File: config.mk
export PLATFORM = sky130hd
export DESIGN_NAME = wpr_top
export DESIGN_NICKNAME = d
export VERILOG_FILES = /design/src/rtl/wpr_top.v
export VERILOG_INCLUDE_DIRS = /design/src /design/src/shared
export SDC_FILE = /design/constraint.sdc
export NUM_CORES = 1
export LEC_CHECK = 0
export BUFFER_PORTS_ARGS = -buffer_cell sky130_fd_sc_hd__buf_2
export CAP_MARGIN = 10
export CORE_MARGIN = 8
export CORE_UTILIZATION = 40
export CTS_BUF_LIST = sky130_fd_sc_hd__clkbuf_8
export CTS_CLUSTER_SIZE = 10
export DETAILED_ROUTE_END_ITERATION = 12
export PLACE_DENSITY_LB_ADDON = 0.1
export RECOVER_POWER = 25
export SYNTH_ARGS = -nofsm -noshare
export SYNTH_HDL_FRONTEND = slang
export SYNTH_SLANG_ARGS = --single-unit
File: constraint.sdc
create_clock -name CLK_SYS -period 5.05 [get_ports CLK_SYS]
set_input_delay 1.01 -clock CLK_SYS [delete_from_list [all_inputs] [get_ports CLK_SYS]]
set_output_delay 1.01 -clock CLK_SYS [all_outputs]
set_load 0.1 [all_outputs]
File: src/shared/wpr_consts.vh
// Constants for the watchdog, power and reset control block
`ifndef WPR_CONSTS_VH
`define WPR_CONSTS_VH
// ----------------------------------------------------------------
// APB register map (byte addresses)
// ----------------------------------------------------------------
`define WPR_ADDR_WDT_CTRL 12'h000
`define WPR_ADDR_PWR_CTRL 12'h004
`define WPR_ADDR_STATUS 12'h008
`define WPR_ADDR_WDT_COUNT 12'h00c
// ----------------------------------------------------------------
// Watchdog control fields
// ----------------------------------------------------------------
`define WPR_WDT_ENABLE_BIT 7
`define WPR_WDT_KICK_BIT 6
`define WPR_WDT_IDLE_BIT 5
`define WPR_WDT_PS_HI 2
`define WPR_WDT_PS_LO 0
// ----------------------------------------------------------------
// Power control fields
// ----------------------------------------------------------------
`define WPR_PWR_FLAG_BIT 4
`define WPR_PWR_GF1_BIT 3
`define WPR_PWR_GF0_BIT 2
`define WPR_PWR_DOWN_BIT 1
`define WPR_PWR_IDLE_BIT 0
// ----------------------------------------------------------------
// Reset values and timing
// ----------------------------------------------------------------
`define WPR_PORT_RESET 8'hff
`define WPR_SP_RESET 8'h07
`define WPR_SFR_RESET 8'h00
`define WPR_MC_OSC 12
`define WPR_SAMPLE_PHASE 4'h9
`define WPR_RST_MIN_MC 2
`define WPR_WDT_BITS 14
`endif

File: src/rtl/wpr_top.v
// Watchdog, power-mode and reset supervision block with APB registers
`timescale 1ns/1ns
`include "wpr_consts.vh"
module wpr_top (
	CLK_SYS,
	RESETN,
	POR_N,
	EXT_RESET,
	IRQ_PENDING,
	PSEL,
	PENABLE,
	PWRITE,
	PADDR,
	PWDATA,
	PRDATA,
	PREADY,
	PSLVERR,
	CLK_HALF_EN,
	CPU_CLK_EN,
	PERIPH_CLK_EN,
	OSC_RUN,
	SYS_RESET,
	PORT_INIT,
	SP_INIT,
	SFR_INIT,
	SFR_CLEAR,
	SERIAL_BUFFER_HOLD
);
input wire CLK_SYS;
input wire RESETN;
input wire POR_N;
input wire EXT_RESET;
input wire IRQ_PENDING;
input wire PSEL;
input wire PENABLE;
input wire PWRITE;
input wire [11:0] PADDR;
input wire [31:0] PWDATA;
output reg [31:0] PRDATA;
output reg PREADY;
output reg PSLVERR;
output reg CLK_HALF_EN;
output reg CPU_CLK_EN;
output reg PERIPH_CLK_EN;
output reg OSC_RUN;
output reg SYS_RESET;
output reg [7:0] PORT_INIT;
output reg [7:0] SP_INIT;
output reg [7:0] SFR_INIT;
output reg SFR_CLEAR;
output reg SERIAL_BUFFER_HOLD;

// ----------------------------------------------------------------
// Decode helpers
// ----------------------------------------------------------------
function addr_known;
	input [11:0] a;
	begin
		addr_known = (a == `WPR_ADDR_WDT_CTRL) ||
			(a == `WPR_ADDR_PWR_CTRL) ||
			(a == `WPR_ADDR_STATUS) ||
			(a == `WPR_ADDR_WDT_COUNT);
	end
endfunction

// Prescale code n selects a divide of 2^(n+1)
function ps_tick;
	input [7:0] cnt;
	input [2:0] sel;
	begin
		ps_tick = ((cnt & ((8'h02 << sel) - 8'h01)) ==
			((8'h02 << sel) - 8'h01));
	end
endfunction

// ----------------------------------------------------------------
// Clock division and machine cycle phases
// ----------------------------------------------------------------
reg half_r;
reg [3:0] phase_r;
reg pwr_down_r;
wire mc_end;
wire rst_sample_en;
wire osc_en;
assign osc_en = ~pwr_down_r;
assign mc_end = osc_en & (phase_r == 4'hb);
assign rst_sample_en = osc_en & (phase_r == `WPR_SAMPLE_PHASE);

always @(posedge CLK_SYS or negedge RESETN) begin
	if (!RESETN) begin
		half_r <= 1'b0;
		phase_r <= 4'h0;
	end else if (osc_en) begin
		half_r <= ~half_r;
		if (phase_r == 4'hb) begin
			phase_r <= 4'h0;
		end else begin
			phase_r <= phase_r + 4'h1;
		end
	end
end

// ----------------------------------------------------------------
// Reset pin sampling and deglitch
// ----------------------------------------------------------------
reg [1:0] rst_hist_r;
reg rst_ext_r;
reg [1:0] rst_lo_cnt_r;
always @(posedge CLK_SYS or negedge RESETN) begin
	if (!RESETN) begin
		rst_hist_r <= 2'b00;
		rst_ext_r <= 1'b0;
	end else if (pwr_down_r && EXT_RESET) begin
		// Oscillator restarts on reset while in power-down
		rst_hist_r <= 2'b00;
		rst_ext_r <= 1'b0;
	end else if (rst_sample_en) begin
		rst_hist_r <= {rst_hist_r[0], EXT_RESET};
		// Two consecutive high samples needed
		if (rst_hist_r[0] && EXT_RESET) begin
			rst_ext_r <= 1'b1;
		end else if (!rst_hist_r[0] && !EXT_RESET) begin
			rst_ext_r <= 1'b0;
		end
	end
end

// ----------------------------------------------------------------
// Registers
// ----------------------------------------------------------------
reg wdt_enable_r;
reg wdt_kick_r;
reg wdt_run_in_idle_r;
reg [2:0] wdt_ps_r;
reg idle_request_r;
reg gf1_r;
reg gf0_r;
reg power_on_flag_r;
reg [7:0] presc_r;
reg [13:0] wdt_cnt_r;
reg wdt_reset_r;
reg wdt_timeout_r;
reg por_seen_r;
reg [1:0] wake_sync_r;
wire chip_reset;
wire wr_acc;
wire rd_acc;
wire wdt_run;
wire wdt_tick;
assign chip_reset = rst_ext_r | wdt_reset_r | wake_sync_r[1];
assign wr_acc = PSEL & PENABLE & PWRITE & ~PREADY;
assign rd_acc = PSEL & PENABLE & ~PWRITE & ~PREADY;
assign wdt_run = wdt_enable_r &
	(~idle_request_r | wdt_run_in_idle_r) & ~pwr_down_r;
assign wdt_tick = wdt_run & mc_end & ps_tick(presc_r, wdt_ps_r);

// Power-down ends only on the reset pin, which restarts the oscillator
always @(posedge CLK_SYS or negedge RESETN) begin
	if (!RESETN) begin
		wake_sync_r <= 2'b00;
	end else begin
		wake_sync_r <= {wake_sync_r[0], pwr_down_r & EXT_RESET};
	end
end

always @(posedge CLK_SYS or negedge RESETN) begin
	if (!RESETN) begin
		por_seen_r <= 1'b0;
		power_on_flag_r <= 1'b0;
	end else begin
		por_seen_r <= 1'b1;
		if (!por_seen_r && !POR_N) begin
			power_on_flag_r <= 1'b1;
		end else if (wr_acc && PADDR == `WPR_ADDR_PWR_CTRL) begin
			power_on_flag_r <= PWDATA[`WPR_PWR_FLAG_BIT];
		end
	end
end

always @(posedge CLK_SYS or negedge RESETN) begin
	if (!RESETN) begin
		wdt_enable_r <= 1'b0;
		wdt_kick_r <= 1'b0;
		wdt_run_in_idle_r <= 1'b0;
		wdt_ps_r <= 3'h0;
		idle_request_r <= 1'b0;
		pwr_down_r <= 1'b0;
		gf1_r <= 1'b0;
		gf0_r <= 1'b0;
	end else if (chip_reset) begin
		wdt_enable_r <= 1'b0;
		wdt_kick_r <= 1'b0;
		wdt_run_in_idle_r <= 1'b0;
		wdt_ps_r <= 3'h0;
		idle_request_r <= 1'b0;
		pwr_down_r <= 1'b0;
		gf1_r <= 1'b0;
		gf0_r <= 1'b0;
	end else begin
		if (idle_request_r && IRQ_PENDING) begin
			idle_request_r <= 1'b0;
		end
		if (wdt_kick_r && mc_end) begin
			wdt_kick_r <= 1'b0;
		end
		if (wr_acc && PADDR == `WPR_ADDR_WDT_CTRL) begin
			wdt_enable_r <= PWDATA[`WPR_WDT_ENABLE_BIT];
			wdt_run_in_idle_r <= PWDATA[`WPR_WDT_IDLE_BIT];
			wdt_ps_r <= PWDATA[`WPR_WDT_PS_HI:`WPR_WDT_PS_LO];
			// Zero leaves a pending kick alone
			if (PWDATA[`WPR_WDT_KICK_BIT]) begin
				wdt_kick_r <= 1'b1;
			end
		end
		if (wr_acc && PADDR == `WPR_ADDR_PWR_CTRL) begin
			gf1_r <= PWDATA[`WPR_PWR_GF1_BIT];
			gf0_r <= PWDATA[`WPR_PWR_GF0_BIT];
			if (PWDATA[`WPR_PWR_DOWN_BIT]) begin
				pwr_down_r <= 1'b1;
			end
			if (PWDATA[`WPR_PWR_IDLE_BIT] && !IRQ_PENDING) begin
				idle_request_r <= 1'b1;
			end
		end
	end
end

// ----------------------------------------------------------------
// Watchdog prescaler and timer
// ----------------------------------------------------------------
always @(posedge CLK_SYS or negedge RESETN) begin
	if (!RESETN) begin
		presc_r <= 8'h00;
		wdt_cnt_r <= 14'h0000;
		wdt_reset_r <= 1'b0;
		wdt_timeout_r <= 1'b0;
	end else begin
		wdt_reset_r <= 1'b0;
		// A time-out in the same cycle as the clear wins below
		if (wr_acc && PADDR == `WPR_ADDR_STATUS && PWDATA[0] &&
			!wdt_reset_r) begin
			wdt_timeout_r <= 1'b0;
		end
		if (chip_reset) begin
			presc_r <= 8'h00;
			wdt_cnt_r <= 14'h0000;
		end else if (wdt_kick_r && mc_end) begin
			presc_r <= 8'h00;
			wdt_cnt_r <= 14'h0000;
		end else if (wdt_run && mc_end) begin
			presc_r <= presc_r + 8'h01;
			if (wdt_tick) begin
				wdt_cnt_r <= wdt_cnt_r + 14'h0001;
				if (wdt_cnt_r == 14'h3fff) begin
					wdt_reset_r <= 1'b1;
					wdt_timeout_r <= 1'b1;
				end
			end
		end
	end
end

// ----------------------------------------------------------------
// APB read path and outputs
// ----------------------------------------------------------------
always @(posedge CLK_SYS or negedge RESETN) begin
	if (!RESETN) begin
		PRDATA <= 32'h00000000;
		PREADY <= 1'b0;
		PSLVERR <= 1'b0;
	end else begin
		PREADY <= PSEL & PENABLE & ~PREADY;
		PSLVERR <= PSEL & PENABLE & ~PREADY & ~addr_known(PADDR);
		PRDATA <= 32'h00000000;
		if (rd_acc) begin
			case (PADDR)
			`WPR_ADDR_WDT_CTRL: PRDATA <= {24'h000000, wdt_enable_r,
				wdt_kick_r, wdt_run_in_idle_r, 2'b00, wdt_ps_r};
			`WPR_ADDR_PWR_CTRL: PRDATA <= {27'h0000000,
				power_on_flag_r, gf1_r, gf0_r, pwr_down_r, idle_request_r};
			`WPR_ADDR_STATUS: PRDATA <= {29'h00000000, rst_ext_r,
				idle_request_r, wdt_timeout_r};
			`WPR_ADDR_WDT_COUNT: PRDATA <= {18'h00000, wdt_cnt_r};
			default: PRDATA <= 32'h00000000;
			endcase
		end
	end
end

always @(posedge CLK_SYS or negedge RESETN) begin
	if (!RESETN) begin
		CLK_HALF_EN <= 1'b0;
		CPU_CLK_EN <= 1'b0;
		PERIPH_CLK_EN <= 1'b0;
		OSC_RUN <= 1'b0;
		SYS_RESET <= 1'b1;
		PORT_INIT <= `WPR_PORT_RESET;
		SP_INIT <= `WPR_SP_RESET;
		SFR_INIT <= `WPR_SFR_RESET;
		SFR_CLEAR <= 1'b1;
		SERIAL_BUFFER_HOLD <= 1'b1;
	end else begin
		CLK_HALF_EN <= osc_en & half_r;
		CPU_CLK_EN <= osc_en & half_r & ~idle_request_r;
		PERIPH_CLK_EN <= osc_en & half_r;
		OSC_RUN <= osc_en;
		SYS_RESET <= chip_reset;
		PORT_INIT <= `WPR_PORT_RESET;
		SP_INIT <= `WPR_SP_RESET;
		SFR_INIT <= `WPR_SFR_RESET;
		SFR_CLEAR <= chip_reset;
		SERIAL_BUFFER_HOLD <= 1'b1;
	end
end
endmodule // wpr_top

==> impl_results.md <==
* Via count at 2432
* Cell Int Power at 842.3 µW
* Max_cap viols at 0
* Cell Pwr Density at 336.3 mW/mm²
* Post-route DRC at 0
* Worst Setup End Kind: flop
* Status: finished clean
* Pre-CTS setup slack at 2149 ps
* DRT Wirelength at 7.245 mm
* Mapped Area at 0.003412 mm²
* Critical Path Source Type: input pin
* Worst Setup Slack, final at 2485 ps
* Clock power frac at 36.8%
* Largest net degree at the start of global routing at 39
* P_sw at around 420 µW
* Pins over their slew limit at 0
* Sequential fraction of design power at 43.8%
* Drt pass-1 iters at 4
* Initial DRC Count at 107
* Logic gate share of total power at 19.4%
* Final hold violation count at 0
* CTS tree: done
* Post-CTS Resized at 0
* Initial antenna violation count at 0
* # hold bufs at CTS at 0
* RSZ-0062 raised after global routing: no
* Sequential area share after synthesis at approximately 48%
* Initial core utilization at 41.32%
* I/O Pins at 117
* Reg2Reg Setup Slack at 2740 ps
* Core Area at 0.008258 mm²
* Sum of negative setup slack at 0 ps
* Antenna fix cells at 0
* Hold/Removal Path Class: flop to flop
* Clock sink count at 65
* Fmax at 0.3899 GHz
* Post-synth top area cell: dfrtp_1
* Wirelength per Cell at around 15 µm
* Number of flops mapped to enable cells by yosys at 0
* Share of cells above drive strength 1 at 20.94%
* LEAKAGE at 0.001821 µW
* Worst EP arrival at 2840 ps
* DRT antenna net count at 0
* Synth area leaders: dfrtp_1 47%, buf_4 10%, mux2i_1 4.7%
* Share of flip-flops with an asynchronous set or reset at 100.0%
* Die area at approximately 0.012 mm²
* Worst-Skew Late Latency at 340 ps
* Crit-path max FO at 9
* Die height at 108.4 µm
* Seq. cell area at between 0.0015 and 0.002 mm²
* Postcts setup bufs at 0
* Clock transition at the registers of the reported paths at 70 ps
* Total Routing Usage GR at 13.19%
* Via/cell ratio at ~5.0
* Slew @ Worst Pin at 1485 ps
* Detailed placement HPWL at 5.272 mm
* Nets at between 400 and 500
* Commonest non-fill, non-tap cell in the layout: dfrtp_1
* Unique masters post-synth at 52
* Period utilisation layout at about half
* Root buffer cell: clkbuf_8
* Clock Skew at 6.725 ps
* Final setup vio count at 0
* P&R area growth vs syn at 10.19%
* Main flop type after synthesis: dfrtp_1
* Syn_area_per_cell at 10.31 µm²
* Congestion Overflow GR at 0
* Yosys reg bits at between 60 and 70
* CTS Buffer Depth at 2
* Synth top area share at a little under half
* Sw frac at 33.39%
* Site Rows at 33
* Final GP Congestion at between 0.7 and 0.8
* Commonest cells after routing, fill and taps aside: 64 x dfrtp_1, 48 x buf_2, 44 x conb_1, 25 x nor2_1, 20 x a21oi_1
* First-pass GRT wire length at about 12 mm
* Yosys warns at 0
* Post-route minimum period at 2565 ps
* Die Wd at between 100 and 150 µm
* H-Tree Depth at 3
* Area of the multi-input gates at 0.001504 mm²
* Filler instances at between 800 and 900
* PortBufs at between 40 and 50
* Vias in the first global route at 2568
* Worst EP required at 5320 ps
* TritonCTS buffer count at 9
* Post-Synthesis Cells at 331
* Setup CP Type: input pin to flop
* Slew headroom at 1.004%
* Peak supply drop at 0.0002141 V
[final timing paths]
| kind | startpoint | end | depth (start not counted) |
|---|---|---|---|
| max | PADDR[9] | PRDATA[9]$_DFF_PN0_ | 6 |
| min | wake_sync_r[0]$_DFF_PN0_ | wake_sync_r[1]$_DFF_PN0_ | 0 |
| max reg2reg | pwr_down_r$_DFFE_PN0P_ | wdt_cnt_r[7]$_DFFE_PN0P_ | 5 |
| min reg2reg | wake_sync_r[0]$_DFF_PN0_ | wake_sync_r[1]$_DFF_PN0_ | 0 |
| max in group asynchronous | RESETN | rst_ext_r$_DFFE_PN0P_ | 2 |
| min in group asynchronous | RESETN | PRDATA[5]$_DFF_PN0_ | 1 |
[per-layer routing]
layer  part of all wire (%)  wire, µm  global-route usage, %  up-vias
li1                       -         -                      -     1153
met2                     47      3432                  21.84       68
met5                      0         0                      0        -
met1                     45      3290                  16.38     1200
met4                    1.5       111                  5.181        0
met3                    5.7       410                  2.915       11
[registers in the layout (all words and copies together), names as in the netlist, 2 cells and up]
signal       cells
phase_r          4
wdt_ps_r         3
wake_sync_r      2
presc_r          8
PRDATA          14
wdt_cnt_r       14
[critical path, cell delays in order]
cell and delay [ps]:
buf_2 90, nor4_1 390, nand3_1 150, or4_1 710, nor2_2 310, and2_1 170
[Yosys cell counts (2+ instances only)]
master	count
xnor2_1	2
nand3_1	11
buf_6	2
nor4_1	3
or4_1	8
nor2b_1	6
mux4_2	3
clkbuf_1	6
or3_1	4
nand2b_1	7
nor3_2	2
a21oi_1	20
dfrtp_1	64
nand2_1	19
o21ai_0	8
buf_2	2
and2_1	8
inv_1	8
conb_1	2
nor2_1	25
o31ai_1	7
and3_1	3
xor2_1	7
ha_1	4
nand4_1	7
a21o_1	2
nor3_1	5
mux2i_1	16
buf_4	46
nor3b_1	2
[cells by family (layout without fill, tap and decap cells)]
kind of cell / Yosys count / count (layout) / synth area share (%)
AOI/OAI and AO/OA: 46 / 46 / 8.251
adders and majority gates: 4 / 4 / 1.467
DFF: 65 / 65 / 47.71
muxes: 19 / 19 / 6.674
buffers and inverters: 65 / 74 / 12.72
and+or+nand+nor: 121 / 121 / 20.65
xor gates and xnor gates: 9 / 9 / 2.310
other: 2 / 44 / 0.2201
[power groups by stage]
stage	Combinational (µW)	Sequential [µW]	Clock (µW)
2_1_floorplan	224	574	0
3_3_place_gp	245	563	0
3_5_place_dp	247	563	0
4_1_cts	248	553	481
5_1_grt	259	556	505
6_report	246	554	465
[layout make-up]
cell class | instances | share of cell area [%]
sequential | 65 | 43.29
multi-input combinational | 243 | 40.00
timing repair buffer | 50 | 6.689
clock buffer | 12 | 4.393
tap | 105 | 3.494
clock inverter | 4 | 1.331
inverter | 8 | 0.7987
[through the flow]
step	utilization (%)	hold slack [ps]	cells	total power (µW)	instance area (µm²)
after global placement	42.98	336.3	471	808.0	3550
after global routing	45.53	362.5	487	1321	3760
final	45.53	352.6	487	1265	3760
after detailed placement	42.98	337.8	471	810.5	3550
after CTS	45.59	354.9	487	1281	3765
after floorplan	-	331.2	373	797.9	3570
Note: power is estimated with default switching activity, not from simulation.
